<file path="src/logic/lse_pkg.sv">
// package: opcodes, field positions, flag bits and reset values for the subtract unit
package lse_pkg;
  localparam int unsigned DW       = 8;
  localparam logic [7:0]  OPC_SUBL = 8'h08;   // 0000 1000 kkkk kkkk
  localparam logic [5:0]  OPC_SUBF = 6'h17;   // 0101 11da ffff ffff
  localparam int unsigned OPC_HI   = 15;
  localparam int unsigned OPC_LO8  = 8;
  localparam int unsigned OPC_LO6  = 10;
  localparam int unsigned DEST_BIT = 9;
  localparam int unsigned ACC_BIT  = 8;
  localparam int unsigned NIB      = 4;
  // flag vector layout {n, ov, z, dc, c}
  localparam int unsigned FLG_C  = 0;
  localparam int unsigned FLG_DC = 1;
  localparam int unsigned FLG_Z  = 2;
  localparam int unsigned FLG_OV = 3;
  localparam int unsigned FLG_N  = 4;
  localparam int unsigned FLG_W  = 5;
  localparam logic [7:0]  W_RST   = 8'h00;
  localparam logic [4:0]  FLG_RST = 5'h00;
  typedef enum logic [1:0] {LSE_OP_NONE, LSE_OP_LIT, LSE_OP_FILE} lse_op_t;
  typedef enum logic [1:0] {LSE_Q1, LSE_Q2, LSE_Q3, LSE_Q4} lse_phase_t;
endpackage

</file>
<file path="src/logic/lse_alu_if.sv">
// interface: operands and results passed between sequencer and subtractor
`timescale 1ns/100ps
interface lse_alu_if;
  logic [7:0] minuend;
  logic [7:0] subtrahend;
  logic [7:0] diff;
  logic [4:0] flags;
  modport seq (output minuend, output subtrahend, input diff, input flags);
  modport alu (input minuend, input subtrahend, output diff, output flags);
endinterface

</file>
<file path="src/logic/lse_sub.sv">
// module: combinational 8-bit subtractor with status flags
`timescale 1ns/100ps
module lse_sub
(
  lse_alu_if.alu alu
);
  logic [8:0] full;
  logic [4:0] low;
  logic       ov;

  always_comb
  begin
    // carry out of a + ~b + 1 is set when no borrow occurs
    full = {1'b0, alu.minuend} + {1'b0, ~alu.subtrahend} + 9'h001;
    low  = {1'b0, alu.minuend[lse_pkg::NIB-1:0]}
         + {1'b0, ~alu.subtrahend[lse_pkg::NIB-1:0]} + 5'h01;
    ov   = (alu.minuend[7] != alu.subtrahend[7])
         && (full[7] != alu.minuend[7]);
    alu.diff                      = full[7:0];
    alu.flags                     = lse_pkg::FLG_RST;
    alu.flags[lse_pkg::FLG_C]     = full[8];
    alu.flags[lse_pkg::FLG_DC]    = low[lse_pkg::NIB];
    alu.flags[lse_pkg::FLG_Z]     = (full[7:0] == 8'h00);
    alu.flags[lse_pkg::FLG_OV]    = ov;
    alu.flags[lse_pkg::FLG_N]     = full[7];
  end
endmodule // lse_sub

</file>
<file path="src/logic/lse_core.sv">
// module: literal-subtract execution datapath with four-phase sequencing
//
// Behaviour
// - the literal operand minus the working register is formed in two's complement.
// - the literal subtract writes only the working register, never a file register.
// - opcode 0000 1000 kkkk kkkk is decoded and finishes within one instruction cycle.
// - decode in phase one, literal fetch in two, compute in three, write in four.
// - literal above working value sets carry and clears zero; negative follows bit 7 of the difference.
// - equal operands give zero with zero and carry set and negative clear.
// - literal below working value clears carry, negative follows bit 7, keeps the wrapped value.
// - a negative difference is kept as an 8-bit two's-complement value.
`timescale 1ns/100ps
module lse_core
(
  // clock and reset
  input  wire logic        clk_i,
  input  wire logic        rst_i,
  input  wire logic        ce_i,
  // instruction and file operand
  input  wire logic [15:0] instr_i,
  input  wire logic [7:0]  file_data_i,
  // file write-back
  output logic             file_we_o,
  output logic [7:0]       file_addr_o,
  output logic             file_access_bank_o,
  output logic [7:0]       file_wdata_o,
  // state
  output logic [7:0]       w_o,
  output logic [4:0]       flags_o,
  output logic [1:0]       phase_o,
  output logic             done_o
);
  lse_alu_if              alu_bus ();
  lse_pkg::lse_phase_t    phase_reg;
  lse_pkg::lse_op_t       op_reg;
  logic                   dest_reg;
  logic [7:0]             addr_reg;
  logic                   acc_reg;
  logic [7:0]             a_reg;
  logic [7:0]             b_reg;
  logic [7:0]             res_reg;
  logic [4:0]             rflg_reg;
  logic [7:0]             w_reg;
  logic [4:0]             flg_reg;
  logic                   fwe_reg;
  logic                   done_reg;

  lse_sub u_sub
  (
    .alu (alu_bus)
  );

  assign alu_bus.minuend    = a_reg;
  assign alu_bus.subtrahend = b_reg;

  // phase counter Q1..Q4
  always_ff @(posedge clk_i or posedge rst_i)
  begin
    if (rst_i)
      phase_reg <= lse_pkg::LSE_Q1;
    else if (ce_i)
    begin
      unique case (phase_reg)
        lse_pkg::LSE_Q1: phase_reg <= lse_pkg::LSE_Q2;
        lse_pkg::LSE_Q2: phase_reg <= lse_pkg::LSE_Q3;
        lse_pkg::LSE_Q3: phase_reg <= lse_pkg::LSE_Q4;
        lse_pkg::LSE_Q4: phase_reg <= lse_pkg::LSE_Q1;
      endcase
    end
  end

  // decode in Q1
  always_ff @(posedge clk_i or posedge rst_i)
  begin
    if (rst_i)
    begin
      op_reg   <= lse_pkg::LSE_OP_NONE;
      dest_reg <= 1'b0;
      addr_reg <= 8'h00;
      acc_reg  <= 1'b0;
    end
    else if (ce_i && phase_reg == lse_pkg::LSE_Q1)
    begin
      dest_reg <= instr_i[lse_pkg::DEST_BIT];
      acc_reg  <= instr_i[lse_pkg::ACC_BIT];
      addr_reg <= instr_i[7:0];
      if (instr_i[lse_pkg::OPC_HI:lse_pkg::OPC_LO8] == lse_pkg::OPC_SUBL)
        op_reg <= lse_pkg::LSE_OP_LIT;
      else if (instr_i[lse_pkg::OPC_HI:lse_pkg::OPC_LO6]
               == lse_pkg::OPC_SUBF)
        op_reg <= lse_pkg::LSE_OP_FILE;
      else
        op_reg <= lse_pkg::LSE_OP_NONE;
    end
  end

  // operand fetch in Q2: literal or file as minuend, w as subtrahend
  always_ff @(posedge clk_i or posedge rst_i)
  begin
    if (rst_i)
    begin
      a_reg <= 8'h00;
      b_reg <= 8'h00;
    end
    else if (ce_i && phase_reg == lse_pkg::LSE_Q2)
    begin
      a_reg <= (op_reg == lse_pkg::LSE_OP_FILE) ? file_data_i : addr_reg;
      b_reg <= w_reg;
    end
  end

  // compute in Q3
  always_ff @(posedge clk_i or posedge rst_i)
  begin
    if (rst_i)
    begin
      res_reg  <= 8'h00;
      rflg_reg <= lse_pkg::FLG_RST;
    end
    else if (ce_i && phase_reg == lse_pkg::LSE_Q3)
    begin
      res_reg  <= alu_bus.diff;
      rflg_reg <= alu_bus.flags;
    end
  end

  // write-back in Q4
  always_ff @(posedge clk_i or posedge rst_i)
  begin
    if (rst_i)
    begin
      w_reg    <= lse_pkg::W_RST;
      flg_reg  <= lse_pkg::FLG_RST;
      fwe_reg  <= 1'b0;
      done_reg <= 1'b0;
    end
    else if (ce_i)
    begin
      fwe_reg  <= 1'b0;
      done_reg <= 1'b0;
      if (phase_reg == lse_pkg::LSE_Q4 && op_reg != lse_pkg::LSE_OP_NONE)
      begin
        done_reg <= 1'b1;
        if (op_reg == lse_pkg::LSE_OP_LIT)
          flg_reg <= rflg_reg;
        else
        begin
          // file form touches n, ov, c only
          flg_reg[lse_pkg::FLG_N]  <= rflg_reg[lse_pkg::FLG_N];
          flg_reg[lse_pkg::FLG_OV] <= rflg_reg[lse_pkg::FLG_OV];
          flg_reg[lse_pkg::FLG_C]  <= rflg_reg[lse_pkg::FLG_C];
        end
        if (op_reg == lse_pkg::LSE_OP_FILE && dest_reg)
          fwe_reg <= 1'b1;
        else
          w_reg <= res_reg;
      end
    end
  end

  // a one-cycle pulse only when ce_i is high next; hold while frozen
  assign file_we_o          = fwe_reg & ce_i;
  assign file_addr_o        = addr_reg;
  assign file_access_bank_o = acc_reg;
  assign file_wdata_o       = res_reg;
  assign w_o                = w_reg;
  assign flags_o            = flg_reg;
  assign phase_o            = phase_reg;
  assign done_o             = done_reg & ce_i;

  chk_lit_writes_w: assert property (@(posedge clk_i) disable iff (rst_i)
    ce_i && phase_reg == lse_pkg::LSE_Q4 && op_reg == lse_pkg::LSE_OP_LIT
    |=> w_reg == $past(res_reg) && !fwe_reg)
    else $error("literal subtract did not write w");

  chk_sub_value: assert property (@(posedge clk_i) disable iff (rst_i)
    ce_i && phase_reg == lse_pkg::LSE_Q3
    |=> res_reg == 8'($past(a_reg) - $past(b_reg)))
    else $error("difference wrong");

  chk_carry_gt: assert property (@(posedge clk_i) disable iff (rst_i)
    ce_i && phase_reg == lse_pkg::LSE_Q3 && a_reg > b_reg
    |=> rflg_reg[lse_pkg::FLG_C] && !rflg_reg[lse_pkg::FLG_Z])
    else $error("carry or zero wrong for larger literal");

  chk_zero_eq: assert property (@(posedge clk_i) disable iff (rst_i)
    ce_i && phase_reg == lse_pkg::LSE_Q3 && a_reg == b_reg
    |=> rflg_reg[lse_pkg::FLG_Z] && rflg_reg[lse_pkg::FLG_C]
        && !rflg_reg[lse_pkg::FLG_N])
    else $error("flags wrong for equal operands");

  chk_borrow_lt: assert property (@(posedge clk_i) disable iff (rst_i)
    ce_i && phase_reg == lse_pkg::LSE_Q3 && a_reg < b_reg
    |=> !rflg_reg[lse_pkg::FLG_C] && !rflg_reg[lse_pkg::FLG_Z])
    else $error("borrow not flagged");

  chk_wrap_ff: assert property (@(posedge clk_i) disable iff (rst_i)
    ce_i && phase_reg == lse_pkg::LSE_Q3 && a_reg == 8'h02 && b_reg == 8'h03
    |=> res_reg == 8'hFF && rflg_reg[lse_pkg::FLG_N])
    else $error("two's complement wrap wrong");

  chk_one_cycle: assert property (@(posedge clk_i) disable iff (rst_i)
    ce_i && phase_reg == lse_pkg::LSE_Q1
    && instr_i[lse_pkg::OPC_HI:lse_pkg::OPC_LO8] == lse_pkg::OPC_SUBL
    ##1 ce_i [*4] |-> done_reg)
    else $error("literal subtract not done in one cycle");

  chk_phase_order: assert property (@(posedge clk_i) disable iff (rst_i)
    ce_i && phase_reg == lse_pkg::LSE_Q2 |=> phase_reg == lse_pkg::LSE_Q3)
    else $error("phase order broken");

  chk_file_dest: assert property (@(posedge clk_i) disable iff (rst_i)
    ce_i && phase_reg == lse_pkg::LSE_Q4 && op_reg == lse_pkg::LSE_OP_FILE
    && dest_reg |=> fwe_reg && $stable(w_reg))
    else $error("file subtract destination wrong");

  // the file form must leave zero and digit carry as they were
  chk_file_flags: assert property (@(posedge clk_i) disable iff (rst_i)
    ce_i && phase_reg == lse_pkg::LSE_Q4 && op_reg == lse_pkg::LSE_OP_FILE
    |=> $stable(flg_reg[lse_pkg::FLG_Z]) && $stable(flg_reg[lse_pkg::FLG_DC]))
    else $error("file subtract touched zero or digit carry");

  // unknown words run through the phases but retire nothing
  chk_none_quiet: assert property (@(posedge clk_i) disable iff (rst_i)
    ce_i && phase_reg == lse_pkg::LSE_Q4 && op_reg == lse_pkg::LSE_OP_NONE
    |=> !done_reg && !fwe_reg && $stable(w_reg) && $stable(flg_reg))
    else $error("unknown opcode changed state");

  chk_frozen_hold: assert property (@(posedge clk_i) disable iff (rst_i)
    !ce_i |=> $stable(phase_reg) && $stable(w_reg) && $stable(flg_reg))
    else $error("state moved while clock enable low");
endmodule // lse_core

</file>
<file path="config.mk">
export PLATFORM = sky130hd
export DESIGN_NAME = lse_core
export DESIGN_NICKNAME = d
export VERILOG_FILES = /design/src/logic/lse_pkg.sv /design/src/logic/lse_alu_if.sv /design/src/logic/lse_sub.sv /design/src/logic/lse_core.sv
export SDC_FILE = /design/constraint.sdc
export NUM_CORES = 1
export LEC_CHECK = 0
export ABC_AREA = 0
export BUFFER_PORTS_ARGS = -buffer_cell sky130_fd_sc_hd__buf_2
export CORE_MARGIN = 4
export CORE_UTILIZATION = 58
export CTS_CLUSTER_SIZE = 24
export DETAILED_ROUTE_END_ITERATION = 12
export GPL_ROUTABILITY_DRIVEN = 0
export HOLD_SLACK_MARGIN = 0.1
export PLACE_DENSITY = 0.91
export REMOVE_ABC_BUFFERS = 1
export SYNTH_ARGS = -nofsm -noshare
export SYNTH_HDL_FRONTEND = slang
export SYNTH_SLANG_ARGS = --single-unit
</file>
<file path="constraint.sdc">
create_clock -name clk_i -period 6 [get_ports clk_i]
set_input_delay 0.6 -clock clk_i [delete_from_list [all_inputs] [get_ports clk_i]]
set_output_delay 0.6 -clock clk_i [all_outputs]
set_load 0.01 [all_outputs]
</file>
Yosys cells after proc, flatten, opt, wreduce, memory -nomap -nowiden
Index checks and enable logic that the tools add are counted.

word-level totals
  flip-flop bits (word level) = 58
  bits in latches = 0
  RAM bits = 0
  memory bits (read-only) = 0
  input port bits = 27
  output and inout port bits = 34
  logic and storage cells = 51
  memories kept = 0

cells by class
  add/sub/neg operators = 4
  multiply operators = 0
  div/mod/pow operators = 0
  order comparisons = 0
  equal/unequal tests = 9
  shift operators = 0
  multiplexer cells = 7
  bitwise logic cells = 5
  reduce and logical (&&, ||, !) cells = 12

operators by type and width
  cell                 number
  $add 8x8->9          1
  $add 9x1->9 const B  1
  $eq 8x4->1 const B   1
  $logic_not 8->1      1
  $mux 8               1
  $not 8->8            1
  $pmux 2 s4           1
  $eq 2x2->1 const B   3
  $eq 6x5->1 const B   1
  $logic_and 1x1->1    6
  $reduce_and 3->1     2
  $add 4x4->5          1
  $add 5x1->5 const B  1
  $eq 2x1->1 const B   2
  $mux 2               2
  $not 4->4            1
  $mux 1               3
  $and 1x1->1          2
  $logic_not 2->1      1
  $ne 1x1->1           2
  $reduce_and 2->1     1
  $reduce_bool 2->1    1
  $not 1->1            1

Longest topological paths before layout
  depth in word-level cells = 5
  mapped depth = 9
  mapped depth without buffers = 9

Modules after synthesis
Synthesis repeated with hierarchy kept, for this count alone.

unflattened totals
  cells, all modules = 235
  area, all modules = 2855.2 um2

modules (own cells, without submodules)
  module    times used  cells an instance  area each (um2)
  lse_core  1           167                2376.0
  lse_sub   1           68                 479.2

Worst setup path before layout
OpenSTA, ideal clock, no wires.

  path type = register to register
  start = reg b_reg[0] (netlist: alu_bus.subtrahend[0])
  end = reg rflg_reg[2]
  data arrival time = 1.804 ns
  required time = 5.908 ns
  path slack = 4.104 ns
  cell stages (with the launch flop) = 9
  path through = dfrtp_1 > ha_1 > fa_1 > nor2b_1 > o31ai_1 > a21oi_1 > xnor2_1 > nand2_1 > o31ai_2

between the ends
  word-level cells in the longest chain between the ends = 4

RTL lines
  what                    RTL line         text
  from (decl)             lse_core.sv:40   logic [7:0] b_reg;
  from (signal assigned)  lse_core.sv:108  b_reg <= w_reg;
  $not 8->8               lse_sub.sv:14    full = {1'b0, alu.minuend} + {1'b0, ~alu.subtrahend} + 9'h001;
  $add 8x8->9             lse_sub.sv:14
  $add 9x1->9             lse_sub.sv:14
  $logic_not 8->1         lse_sub.sv:23    alu.flags[lse_pkg::FLG_Z] = (full[7:0] == 8'h00);
  to (signal assigned)    lse_core.sv:118  rflg_reg <= lse_pkg::FLG_RST;
  to (signal assigned)    lse_core.sv:123  rflg_reg <= alu_bus.flags;
  to (decl)               lse_core.sv:42   logic [4:0] rflg_reg;

No other way between the ends.
A chain may end at the register's enable or synchronous reset.

Worst setup path after layout
  start = reg op_reg[0]
  end = reg w_reg[4] (netlist: w_o[4])

between the ends
  word-level cells in the longest chain between the ends = 4
  elaborated cells on any way between the ends = 6
  those cells by class = eq/ne: 1; bitwise: 1; reduce/logical: 4

RTL lines
  what                                   RTL line         text
  from (decl)                            lse_core.sv:35   lse_pkg::lse_op_t op_reg;
  from (signal assigned)                 lse_core.sv:77   op_reg <= lse_pkg::LSE_OP_NONE;
  from (signal assigned)                 lse_core.sv:88   op_reg <= lse_pkg::LSE_OP_LIT;
  from (signal assigned)                 lse_core.sv:91   op_reg <= lse_pkg::LSE_OP_FILE;
  $eq 2x2->1                             lse_core.sv:153  if (op_reg == lse_pkg::LSE_OP_FILE && dest_reg)
  $logic_and 1x1->1                      lse_core.sv:153
  $not 1->1 (no source line)             n/a
  $reduce_and 3->1 (no source line) (*)  n/a
  to (signal assigned)                   lse_core.sv:132  w_reg <= lse_pkg::W_RST;
  to (signal assigned)                   lse_core.sv:156  w_reg <= res_reg;
  to (decl)                              lse_core.sv:43   logic [7:0] w_reg;

Every way passes the cells marked *; elsewhere a longest branch is shown, timed or not.

==> impl_results.md <==
- Status: finished clean
- Clock skew: 0.00484 ns
- IR drop worst, VDD: approximately 0.30 mV
- First-pass iteration count of the detailed router: 4
- Post-place instance area: between 3000 and 4000 um2
- Number of flops mapped to enable cells by yosys: 0
- Grt ovf: 0
- CTS Hold Bufs: 0
- Leak: approximately 1.6 nW
- Root Driver: clkbuf_8
- CP max FO: 9
- Final nets: between 300 and 400
- PD cells: 463 nW/um2
- Core Region: between 4000 and 5000 um2
- Total GRT Usage: between 10% and 20%
- WP data arrival: between 2 and 2.5 ns
- Antenna cells: 0
- Clk slew on worst S/H paths: roughly 0.06 ns
- # port buffers: 60
- Ports: between 60 and 70
- Cell variety after synth: 33
- Avg WL per Cell: around 14 um
- WHS: approximately 0.47 ns
- TritonCTS buffer count: 9
- Final core utilization: between 70% and 80%
- Unrepaired setup endpoints after global routing: false
- Clk_lat worst skew: roughly 0.33 ns
- Hold Fails Final Rpt: 0
- Clock sinks: 57
- Worst Tran Pin Value: ~0.94 ns
- Worst min path class: in -> async
- Final setup fails: 0
- Period Utilization, post-route: between 30 and 40%
- Register bit count reported by yosys: 57
- Max Clk Rate: 0.443 GHz
- WL final: approximately 5 mm
- # Post-CTS Setup Buffers: 0
- TritonCTS clock tree: built
- Post-CTS resize count: 0
- Kind of start point of the critical path: flip-flop
- Max-Cap Viols: 0
- Slew HR: between 30 and 40%
- Iter 0 DRT Violations: 56
- HPWL Detailed: between 3 and 4 mm
- Synthesis warning total: 0
- CP required: between 6 and 7 ns
- Crit end category: flip-flop
- Vias: 1843
- Asr flop ratio synth: between 90% and 100%
- Initial core utilization: 61.0%
- Share of post-route cells with drive strength above 1: between 30% and 40%
- Dominant synthesized flop cell: dfrtp_1
- H-tree depth: 3
- Drt via density: around 5.4
- Synthesized instance count: 225
- Max Transition Viols Final: 0
- Syn avg cell area: roughly 12 um2
- Commonest non-fill, non-tap cell in the layout: buf_2
- Die X: approximately 76 um
- Final ANT Viol Nets: 0
- Final Instance Area: around 3200 um2
- Post-synthesis cell area: 2690 um2
- Worst R2R Path Depth: 4
- CTS max path bufs: 2
- Largest net degree at the start of global routing: 58
- Post-synthesis sequential area ratio: between 50% and 60%
- Commonest cells after routing, fill and taps aside: buf_2, dfrtp_1, mux2_2
- DRC viols: 0
- Area grow syn2layout: 17.5%
- # rows: 24
- Die area: ~5800 um2
- TNS Setup: 0 ns
- Initial antenna violation count: 0
- Vias in the first global route: 1900
- Die Ht: about 76 um
- Crit path kind: reg -> reg
- First-pass GRT wire length: about 8.5 mm
- Reg-to-reg setup timing slack: approximately 3.7 ns
- Tmin final: ~2.3 ns
-- power breakdown --
group          switching [W]  internal [W]  total, W
Sequential         0.0000810      0.000506  0.000587
Combinational       0.000318      0.000287  0.000605
Clock               0.000129      0.000145  0.000274
-- critical path: stages, from the launching register on --
cell and delay, ns:
dfrtp_1 0.40, nor2b_1 0.74, nand2_1 0.17, nand2b_1 0.43
mux2_2 0.39
-- per-stage QoR --
stage / worst slack (ns) / power, W / cells
2_1_floorplan: 4.00 / 0.00102 / 216
5_1_grt: 3.64 / 0.00158 / 343
4_1_cts: 3.73 / 0.00148 / 343
3_5_place_dp: 3.75 / 0.00120 / 329
6_report: 3.74 / 0.00147 / 343
3_3_place_gp: 3.84 / 0.00117 / 329
-- kinds of logic after synthesis --
| kind of cell | Yosys count | share of synthesized area (%) |
|---|---|---|
| fa+ha+maj | 14 | 6.78 |
| compound gates | 36 | 8.55 |
| xor+xnor | 7 | 2.28 |
| mux | 42 | 17.2 |
| flops | 57 | 52.9 |
| buf+inv | 23 | 3.67 |
| simple gates | 46 | 8.59 |
-- Yosys cell counts (4+ instances only) --
| library cell | n | area [um2] |
|---|---|---|
| xnor2_1 | 6 | 52.6 |
| buf_2 | 4 | 20.0 |
| nand2_1 | 26 | 97.6 |
| dfrtp_1 | 57 | 1430 |
| mux2i_1 | 8 | 80.1 |
| inv_1 | 14 | 52.6 |
| mux2_2 | 34 | 383 |
| ha_1 | 13 | 163 |
| o21ai_0 | 21 | 105 |
-- worst paths after layout --
kind | from | endpoint
max | op_reg[0] | w_o[4]
min | rst_i | file_addr_o[2]
max reg2reg | op_reg[0] | w_o[4]
min reg2reg | a_reg[0] | a_reg[0]
max in group asynchronous | rst_i | flags_o[4]
min in group clk_i | instr_i[14] | op_reg[0]
-- final cells by class --
| cell class | instances | area, um2 |
|---|---|---|
| clock buffers | 13 | 139 |
| clock inverters | 1 | 5.00 |
| fillers | 312 | 1250 |
| inverters | 14 | 52.6 |
| multi-input cells | 145 | 1170 |
| flip-flops and latches | 57 | 1430 |
| well taps | 52 | 65.1 |
| repair buffers | 61 | 308 |
-- routing by layer --
metal	track usage, %	routed length, um	part of all wire, %	up-vias
li1	-	-	-	903
met1	22.4	2140	43	871
met2	30.0	2360	48	55
met3	4.37	323	6.5	14
met4	10.5	121	2.4	0
met5	0	0	0	-
(Power assumes the default switching activity.)
